**src/misc_cmd_pkg.sv**
```systemverilog
// Package with opcodes, field layouts and timing constants of the miscellaneous command unit
package misc_cmd_pkg;

  // ----------------------------------------------------------------
  // Command opcodes
  // ----------------------------------------------------------------
  typedef enum logic [2:0] {
    OP_OUTPUTS = 3'b000,
    OP_POSLOAD = 3'b001,
    OP_RESTART = 3'b010,
    OP_ABORT   = 3'b011,
    OP_NOTE    = 3'b100,
    OP_WAITMV  = 3'b101
  } opcode_t;

  // Per-output action field
  typedef enum logic [1:0] {
    OUT_KEEP = 2'b00,
    OUT_LOW  = 2'b01,
    OUT_HIGH = 2'b10
  } outAct_t;

  // Executor states
  typedef enum logic [1:0] {
    ST_IDLE    = 2'b00,
    ST_WAITMV  = 2'b01,
    ST_RSTHOLD = 2'b10,
    ST_HALTED  = 2'b11
  } state_t;

  // ----------------------------------------------------------------
  // Widths, positions and counts
  // ----------------------------------------------------------------
  localparam int NUM_OUT = 4;
  localparam int OUT_FIELD_W = 2;
  localparam int NOTE_CHARS = 30;
  localparam int NOTE_W = NOTE_CHARS * 8;
  localparam int POS_W = 32;
  localparam logic [NUM_OUT-1:0] OUT_RESET = 4'h0;
  localparam logic [31:0] POS_RESET = 32'h0000_0000;
  localparam int CLK_HZ = 10_000_000;
  localparam int GUARD_MS = 100;
  localparam int GUARD_CYCLES = (CLK_HZ / 1000) * GUARD_MS;
endpackage : misc_cmd_pkg

```
**src/motion_program_misc_commands.sv**
```systemverilog
// Executor for the output, position, restart, abort, note and wait-for-move commands
`timescale 1ns/1ns

// Function
// - Each output goes high, low or stays
// - Position load overwrites counter, no motion
// - Restart reinitialises as after power cycle
// - Program restart waits 0.1 s since last
// - Abort stops motion at once, no ramp
// - Abort applies holding current, halts program
// - Note command is a no-operation
// - Note text holds up to 30 characters
// - Wait-for-move stalls until motion completes
// - Position load shifts pending position trigger
module motion_program_misc_commands #(
  parameter int GUARD_CYC = misc_cmd_pkg::GUARD_CYCLES,
  parameter int POSW = misc_cmd_pkg::POS_W
) (
  input wire logic clk_sys,
  input wire logic nrst,
  input wire logic cmdValid,
  input wire misc_cmd_pkg::opcode_t cmdOp,
  input wire logic cmdFromProgram,
  input wire logic [misc_cmd_pkg::NUM_OUT*misc_cmd_pkg::OUT_FIELD_W-1:0] cmdOutSel,
  input wire logic [POSW-1:0] cmdPos,
  input wire logic [misc_cmd_pkg::NOTE_W-1:0] cmdNote,
  input wire logic posStep,
  input wire logic posDir,
  input wire logic trigLoad,
  input wire logic [POSW-1:0] trigLoadVal,
  input wire logic motionBusyPin,
  output logic cmdReady,
  output logic cmdDone,
  output logic [misc_cmd_pkg::NUM_OUT-1:0] gpOut,
  output logic [POSW-1:0] posCount,
  output logic [POSW-1:0] posTrigger,
  output logic motionKill,
  output logic holdCurrentApply,
  output logic programHalt,
  output logic restartReq
);

  // ----------------------------------------------------------------
  // State and synchroniser
  // ----------------------------------------------------------------
  misc_cmd_pkg::state_t state_q, state_d;
  logic busyMeta_q, busySync_q;
  logic [misc_cmd_pkg::NUM_OUT-1:0] gpOut_q;
  logic [POSW-1:0] pos_q, trig_q;
  logic [31:0] guard_q;
  logic done_q, kill_q, hold_q, halt_q, restart_q;
  logic ready_q; // Registered idle flag behind cmdReady
  logic [misc_cmd_pkg::NOTE_W-1:0] noteIgnored;

  // ----------------------------------------------------------------
  // Decode
  // ----------------------------------------------------------------
  wire logic accept = cmdValid && (state_q == misc_cmd_pkg::ST_IDLE);
  wire logic doOut = accept && cmdOp == misc_cmd_pkg::OP_OUTPUTS;
  wire logic doPos = accept && cmdOp == misc_cmd_pkg::OP_POSLOAD;
  wire logic doRst = accept && cmdOp == misc_cmd_pkg::OP_RESTART;
  wire logic doAbort = accept && cmdOp == misc_cmd_pkg::OP_ABORT;
  wire logic doNote = accept && cmdOp == misc_cmd_pkg::OP_NOTE;
  wire logic doWait = accept && cmdOp == misc_cmd_pkg::OP_WAITMV;
  wire logic guardOpen = (guard_q == 32'h0000_0000);
  wire logic rstNow = (doRst && (!cmdFromProgram || guardOpen))
    || (state_q == misc_cmd_pkg::ST_RSTHOLD && guardOpen);
  wire logic [POSW-1:0] stepDelta = posStep ? (posDir ? {POSW{1'b1}} : {{(POSW-1){1'b0}}, 1'b1}) : '0;
  wire logic [POSW-1:0] posShift = cmdPos - pos_q;
  wire logic simpleDone = doOut || doPos || doNote
    || (doWait && !busySync_q) || (state_q == misc_cmd_pkg::ST_WAITMV && !busySync_q);

  assign noteIgnored = cmdNote;

  // Next-output selection per output
  logic [misc_cmd_pkg::NUM_OUT-1:0] gpOut_d;
  genvar gi;
  generate
    for (gi = 0; gi < misc_cmd_pkg::NUM_OUT; gi++) begin : g_out
      wire logic [1:0] sel = cmdOutSel[gi*2 +: 2];
      assign gpOut_d[gi] = !doOut ? gpOut_q[gi] :
        (sel == misc_cmd_pkg::OUT_HIGH) ? 1'b1 :
        (sel == misc_cmd_pkg::OUT_LOW) ? 1'b0 : gpOut_q[gi];
    end
  endgenerate

  // Next state
  always_comb begin
    state_d = state_q;
    unique case (state_q)
      misc_cmd_pkg::ST_IDLE: begin
        if (doWait && busySync_q) state_d = misc_cmd_pkg::ST_WAITMV;
        else if (doRst && !rstNow) state_d = misc_cmd_pkg::ST_RSTHOLD;
        else if (doAbort) state_d = misc_cmd_pkg::ST_HALTED;
      end
      misc_cmd_pkg::ST_WAITMV: if (!busySync_q) state_d = misc_cmd_pkg::ST_IDLE;
      misc_cmd_pkg::ST_RSTHOLD: if (guardOpen) state_d = misc_cmd_pkg::ST_IDLE;
      misc_cmd_pkg::ST_HALTED: state_d = misc_cmd_pkg::ST_HALTED;
    endcase
    if (rstNow) state_d = misc_cmd_pkg::ST_IDLE;
  end

  // Pin synchroniser
  always_ff @(posedge clk_sys) begin
    busyMeta_q <= nrst ? motionBusyPin : 1'b0;
    busySync_q <= nrst ? busyMeta_q : 1'b0;
  end

  // Control state
  always_ff @(posedge clk_sys) begin
    if (!nrst || rstNow) begin
      state_q <= misc_cmd_pkg::ST_IDLE;
      gpOut_q <= misc_cmd_pkg::OUT_RESET;
      kill_q <= 1'b0;
      hold_q <= 1'b0;
      halt_q <= 1'b0;
      done_q <= 1'b0;
      ready_q <= 1'b1;
    end else begin
      state_q <= state_d;
      ready_q <= (state_d == misc_cmd_pkg::ST_IDLE);
      gpOut_q <= gpOut_d;
      done_q <= simpleDone;
      kill_q <= doAbort;
      hold_q <= hold_q || doAbort;
      halt_q <= halt_q || doAbort;
    end
  end

  // Restart pulse and guard counter
  always_ff @(posedge clk_sys) begin
    if (!nrst) begin
      restart_q <= 1'b0;
      guard_q <= 32'(GUARD_CYC);
    end else begin
      restart_q <= rstNow;
      guard_q <= rstNow ? 32'(GUARD_CYC) : (guardOpen ? guard_q : guard_q - 32'h0000_0001);
    end
  end

  // Position counter and trigger
  always_ff @(posedge clk_sys) begin
    if (!nrst || rstNow) begin
      pos_q <= POSW'(misc_cmd_pkg::POS_RESET);
      trig_q <= POSW'(misc_cmd_pkg::POS_RESET);
    end else begin
      pos_q <= doPos ? cmdPos : pos_q + stepDelta;
      trig_q <= trigLoad ? trigLoadVal : (doPos ? trig_q + posShift : trig_q);
    end
  end

  // ----------------------------------------------------------------
  // Outputs, each straight from a flip-flop
  // ----------------------------------------------------------------
  assign cmdReady = ready_q;
  assign cmdDone = done_q;
  assign gpOut = gpOut_q;
  assign posCount = pos_q;
  assign posTrigger = trig_q;
  assign motionKill = kill_q;
  assign holdCurrentApply = hold_q;
  assign programHalt = halt_q;
  assign restartReq = restart_q;
endmodule // motion_program_misc_commands

```
**config.mk**
```make
export PLATFORM = sky130hd
export DESIGN_NAME = motion_program_misc_commands
export DESIGN_NICKNAME = d
export VERILOG_FILES = /design/src/misc_cmd_pkg.sv /design/src/motion_program_misc_commands.sv
export SDC_FILE = /design/constraint.sdc
export NUM_CORES = 1
export LEC_CHECK = 0
export ABC_CLOCK_PERIOD_IN_PS = 6460
export BUFFER_PORTS_ARGS = -buffer_cell sky130_fd_sc_hd__buf_2
export CAP_MARGIN = 20
export CORE_AREA = 2 2 153 155
export CTS_CLUSTER_DIAMETER = 80
export DETAILED_ROUTE_END_ITERATION = 12
export DIE_AREA = 0 0 155 157
export HOLD_SLACK_MARGIN = 0.02
export PLACE_DENSITY = 0.63
export SYNTH_ARGS = -nofsm -noshare
export SYNTH_HDL_FRONTEND = slang
export SYNTH_SLANG_ARGS = --single-unit
```
**constraint.sdc**
```tcl
create_clock -name clk_sys -period 6.46 [get_ports clk_sys]
set_clock_uncertainty 0.2 [all_clocks]
set_input_delay 1.292 -clock clk_sys [delete_from_list [all_inputs] [get_ports clk_sys]]
set_output_delay 1.292 -clock clk_sys [all_outputs]
set_load 0.01 [all_outputs]
```
==> results.toml, run 1 <==
[logic_synthesis]
synth_area_um2 = 8620
synth-seq-cells = 110
syn_nets = 1535
async_reset_ff_share_pct = 0
yosys-top-cells-area = "dfxtp_1 (26%), ha_1 (10%), fa_1 (7.4%), a21oi_1 (6.4%), inv_1 (6.4%)"
yosysTopAreaCell = "dfxtp_1"
yosysMostFrequentCell = "inv_1"
ys_warn_count = 0
ys.flop_type = "dfxtp_1"
syn_inst = 1111
avgSynthCellArea_um2 = 7.76
ys_types = 63
synth-edff-count = 0
yosys-top-cells-count = "inv_1 (148), a21oi_1 (111), dfxtp_1 (110)"
synth_top_area_share_pct = 25.6
seq_area_frac_synth_pct = 25.6

[worst_setup_path]
path_buf_inv = 3
cp.required_ns = 6.50
max_stage_delay_ns = 0.54
end_kind = "flip-flop"
path_cells = "buf_2 > inv_1 > fa_1 > inv_1 > ha_1 > nand2_1 > a2111o_1 > a211o_1 > a211oi_1 > o21ai_0 > o21ai_1 > a41oi_1 > xnor2_1 > o211ai_1"
cp_slowest_cell = "fa_1"
start_kind = "input pin"
critPathKind = "input pin to flip-flop"
path_max_fanout = 6
critPathTopFamily = "compound AO/OA/AOI/OAI gates"
cp_data_arrival_time_ns = 4.90
crit_top_cell = "inv_1"

[place]
post-place-ws_ns = 1.30
place_congestion = 0.887
dp_hpwl_um = 20200
io_buffers = 156

[global_route]
grt_use_total_pct = 21.4
grt_pass1_vias = 7628
grt_pass1_wl_um = 41300
grt_max_degree = 47
overflow = 0
antenna_found_initial = 10

[die]
fp.dieH_um = 157
rows = 55
fp.dieArea_um2 = 24300
initial_core_util_pct = 38.3
coreArea_um2 = 22500
die_w_um = 155
pin_count = 397

[cts]
root_buffer = "clkbuf_16"
hold_buffers = 0
cts_made_buffers = 9
clkSlewWorstSetupHoldPaths_ns = 0.08
cts_sinks = 110
clock_path_buffers = 2
htreeDepth = 3
clkLatencyLatePin_ns = 0.37
post_cts_buffers = 0
cts_tree = "yes"
ctsResizeCount = 0

[power_and_ir_drop]
ir_worst_vdd_mv = 0.136
p_leak_nw = 4.72
powerDensity_nw_per_um2 = 266

[route]
routedWlPerCell_um = 16.9
dr.pass1.iters = 5
viasPerCell = 5.32
drc_errors = 0
routed_wl_um = 26000
vias = 8186
ant_nets = 0
drtIter0Drc = 441

[sta]
fmax_mhz = 206
fin_setup_tns_ns = 0
report.final.hold_viol_count = 0
worstMarginPinSlew_ns = 0.952
fin_ws_ns = 1.60
setup_viol = 0
relSlewSlack_pct = 36.6
fin_crit_sh_pct = 75.2
min_period_ns = 4.86
rsz0062_at_grt = "no"
slew_viol_final = 0

[cells_and_area]
nFillCells = 2314
multi_input_area_um2 = 5690
layout.nets = 1671
seqCellArea_um2 = 2200
area_growth_pct = 15.3
drive_gt1_share_pct = 15.4

[run]
cap_violations = 0

[run_status]
status = "complete, no violations"

[min_path]
hold_path.class = "flip-flop to flip-flop"
cell usage in the layout, fill, tap and decap left out, types with 4 or more instances in the layout:
master	netlist	final
o21a_1	10	10
buf_4	3	7
inv_8	0	4
xnor2_1	47	47
nor2_1	96	96
dfxtp_1	110	110
a31oi_1	15	15
nand3_1	31	30
nor2b_1	10	10
or3_1	14	14
nand3b_1	4	4
nor4_1	10	10
and4_1	5	5
nand2b_1	6	6
and3_1	6	5
nand2_1	91	91
clkbuf_16	0	9
a21oi_1	111	111
a211oi_1	31	31
fa_1	32	32
inv_1	148	148
buf_2	8	156
a21o_1	28	28
o21ai_0	67	67
ha_1	69	69
and2_1	5	5
o21bai_1	4	4
nand4_1	9	9
o31ai_1	6	6
nor3_1	21	21
xor2_1	27	27
o211ai_1	4	4
o21ai_1	5	5
worst paths after layout:
check                           slack [ns]        endpoint          start  cells past startpoint
worst max-delay path                  1.60  posTrigger[31]      cmdPos[6]                     14
worst min-delay path                  0.24      busySync_q     busyMeta_q                      1
worst max register to register        2.28  posTrigger[31]  posTrigger[6]                     13
worst min register to register        0.24      busySync_q     busyMeta_q                      1
flip-flops by register name (all words and copies together), names as in the netlist:
register	cells
busyMeta_q	1
busySync_q	1
cmdDone	1
cmdReady	1
gpOut	4
guard_q	32
holdCurrentApply	1
motionKill	1
posCount	32
posTrigger	32
programHalt	1
restartReq	1
state_q	2
power by group:
| group | internal (mW) | switching (mW) |
|---|---|---|
| logic | 0.526 | 0.736 |
| clock network | 0.275 | 0.300 |
| registers | 0.739 | 0.0686 |
| total | 1.54 | 1.10 |
worst reg2reg max path: cells and delay by family, from the launching register on:
family | cells | cell delay, ns
AO/OA/AOI/OAI | 7 | 2.12
adder cells (fa/ha/maj) | 2 | 0.87
flip-flops | 1 | 0.37
XOR/XNOR | 1 | 0.24
buffers and inverters | 2 | 0.15
AND/OR/NAND/NOR | 1 | 0.11
cell type report:
class,count,area share [%]
Sequential cell,110,22.2
Inverter,148,5.59
Multi-Input combinational cell,815,57.3
Antenna cell,3,0.0756
Timing Repair Buffer,163,8.39
Clock buffer,10,2.30
Clock inverter,6,0.617
Tap cell,285,3.59
logic make-up (layout without fill, tap and decap cells):
logic type      Yosys count  after routing  share of synthesized area [%]
xor+xnor                 74             74                           7.52
mux                       5              5                          0.610
buf+inv                 186            327                           8.52
flops                   110            110                           25.6
simple gates            320            320                           17.9
other cells               0              3                              0
fa+ha+maj               101            101                           17.5
compound gates          315            315                           22.5
routing by layer:
layer / wire length [um] / vias to the layer above / global-route usage, %
li1: - / 4099 / -
met1: 12800 / 3775 / 31.3
met2: 10200 / 253 / 29.9
met3: 2380 / 45 / 7.16
met4: 466 / 14 / 5.73
met5: 95 / - / 0
metrics by stage:
step / power, mW / utilization, % / std cells / hold slack, ns / cell area [um^2]
6_report: 2.64 / 44.1 / 1540 / 0.241 / 9930
5_1_grt: 2.84 / 44.1 / 1537 / 0.275 / 9930
4_1_cts: 2.64 / 44.1 / 1537 / 0.242 / 9930
3_5_place_dp: 2.06 / 42.8 / 1521 / 0.222 / 9640
3_3_place_gp: 2.05 / 42.8 / 1521 / 0.214 / 9640
2_1_floorplan: 1.74 / - / 1111 / 0.212 / 8620
Note: power is estimated with default switching activity, not from simulation.
==> inputs of run 2 (changes only) <==
- ABC_CLOCK_PERIOD_IN_PS: 6460 -> 4900
- CORE_AREA: 2 2 153 155 -> 2 2 154 156
- DIE_AREA: 0 0 155 157 -> 0 0 156 158
- PLACE_DENSITY: 0.63 -> 0.62
- clock period: 6.46 -> 4.9 ns (I/O delays scaled with it)
==> run 2 against run 1 <==
Sequential cell count unchanged. Clock power increased by 28%. Clock-buffer cell count down 1. Largest power group unchanged. Power is 32% higher. Global-route usage rose by 0.21 points. Combinational power grew 35%. Worst hold slack got worse by 0.0023 ns. Critical endpoint unchanged. First-iteration DRC count grew 5.0%. Non-clock buffer count is 25 higher. Via count down 0.13%. Sequential share of layout area is 0.40 points lower. Critical path depth grew 1.
==> results.toml, run 2 (same netlist as run 1, synthesis figures left out) <==
[power_and_ir_drop]
power_mw = 3.50
powerDensity_nw_per_um2 = 346
ir_worst_vdd_mv = 0.172
power.switching_mw = 1.44
swShare_pct = 41.3
power_frac_comb_pct = 48.6
seq_power_share_pct = 30.4
internal_power_mw = 2.05
power_frac_clock_pct = 21.0
p_leak_nw = 4.84

[global_route]
grt_pass1_wl_um = 41900
grt_use_total_pct = 21.6
antenna_found_initial = 4
grt_pass1_vias = 7890
grt_max_degree = 61
overflow = 0

[worst_setup_path]
max_stage_delay_ns = 0.54
critPathKind = "input pin to flip-flop"
path_max_fanout = 6
end_kind = "flip-flop"
path_cells = "buf_2 > inv_1 > fa_1 > inv_1 > ha_1 > nand2_1 > a2111o_1 > a211o_1 > a211oi_1 > o21ai_0 > o21ai_1 > buf_4 > a41oi_1 > xnor2_1 > o211ai_1"
cp.required_ns = 4.94
timing.rr.start = "posTrigger[6]"
start_kind = "input pin"
cp_data_arrival_time_ns = 4.32
crit_top_cell = "inv_1"
r2r_cells = 14
reg2reg_slack_ns = 0.97
cp_slowest_cell = "fa_1"
r2r-end = "posTrigger[31]"

[cells_and_area]
multi_input_area_um2 = 5690
mostFrequentLayoutCells = "buf_2 (156), inv_1 (148), a21oi_1 (111)"
drive_gt1_share_pct = 17.1
area_growth_pct = 17.4
final_common_cell = "buf_2"
layout.nets = 1696
nFillCells = 2376
seqCellArea_um2 = 2200

[sta]
relSlewSlack_pct = 39.0
report.final.hold_viol_count = 0
slew_viol_final = 0
fin_setup_tns_ns = 0
min_period_ns = 4.28
fmax_mhz = 234
worstMarginPinSlew_ns = 0.914
setup_viol = 0
rsz0062_at_grt = "no"
fin_crit_sh_pct = 87.3

[min_path]
hp-start = "busyMeta_q"
whs_endpoint = "busySync_q"
whs_path_depth = 1
hold_path.class = "flip-flop to flip-flop"

[route]
drc_errors = 0
routedWlPerCell_um = 16.6
vias = 8175
dr.pass1.iters = 4
ant_nets = 0
routed_wl_um = 26000
viasPerCell = 5.22
drtIter0Drc = 463

[die]
pin_count = 397
coreArea_um2 = 23100
initial_core_util_pct = 37.4
die_w_um = 156
fp.dieH_um = 158
rows = 56
fp.dieArea_um2 = 24600

[run_status]
status = "complete, no violations"

[place]
place_congestion = 0.908
dp_hpwl_um = 20400
io_buffers = 156

[cts]
hold_buffers = 0
ctsResizeCount = 0
post_cts_buffers = 0
clkLatencyLatePin_ns = 0.37
clock_path_buffers = 2
clkSlewWorstSetupHoldPaths_ns = 0.08
cts_made_buffers = 9
root_buffer = "clkbuf_16"
htreeDepth = 3
cts_sinks = 110
cts_tree = "yes"

[run]
cap_violations = 0
## run 2: how the worst max path moves through the flow
stage / startpoint / endpoint / slack (ns)
3_3_place_gp: cmdPos[6] / posTrigger[31] / 0.26
4_1_cts: cmdPos[2] / posTrigger[31] / 0.65
2_1_floorplan: cmdPos[2] / posTrigger[31] / 0.80
6_report: cmdPos[6] / posTrigger[31] / 0.62
3_5_place_dp: cmdPos[6] / posTrigger[31] / 0.29
5_1_grt: cmdPos[6] / posTrigger[29] / 0.40
## run 2: through the flow
step	setup WS [ns]	utilization [%]	instances	area, um^2	hold slack (ns)
after global placement	0.264	42.7	1551	9840	0.215
after global routing	0.397	43.9	1567	10100	0.258
after floorplan	0.801	-	1111	8620	0.212
after detailed placement	0.290	42.7	1551	9840	0.222
after CTS	0.648	43.9	1566	10100	0.241
final	0.623	43.9	1567	10100	0.239
## run 2: final cells by class
type                    count  area share (%)
diodes                      1          0.0247
inverters                 148            5.49
multi-input cells         815            56.2
well taps                 290            3.59
clock buffers               9            2.23
repair buffers            188            10.2
flip-flops and latches    110            21.8
clock inverters             6           0.445
## run 2: critical path, delay by kind of cell
family | cells | cell delay, ns
AO/OA/AOI/OAI | 7 | 1.73
XOR/XNOR | 1 | 0.21
adder cells (fa/ha/maj) | 2 | 0.91
buffers and inverters | 4 | 0.37
AND/OR/NAND/NOR | 1 | 0.13
## run 2: power groups by stage
stage                     clock network [mW]  registers (mW)  logic [mW]
after floorplan                            0            1.09        1.21
after global placement                     0            1.09        1.66
after detailed placement                   0            1.09        1.68
after CTS                              0.752            1.06        1.69
after global routing                   0.784            1.08        1.93
final                                  0.736            1.06        1.70
## run 2: routing by layer
| layer | share of wire (%) | track usage (%) | up-vias |
|---|---|---|---|
| met2 | 41 | 32.0 | 230 |
| li1 | - | - | 4155 |
| met3 | 7.8 | 5.04 | 28 |
| met5 | 0.081 | 0 | - |
| met1 | 50 | 31.8 | 3758 |
| met4 | 1.2 | 4.89 | 4 |
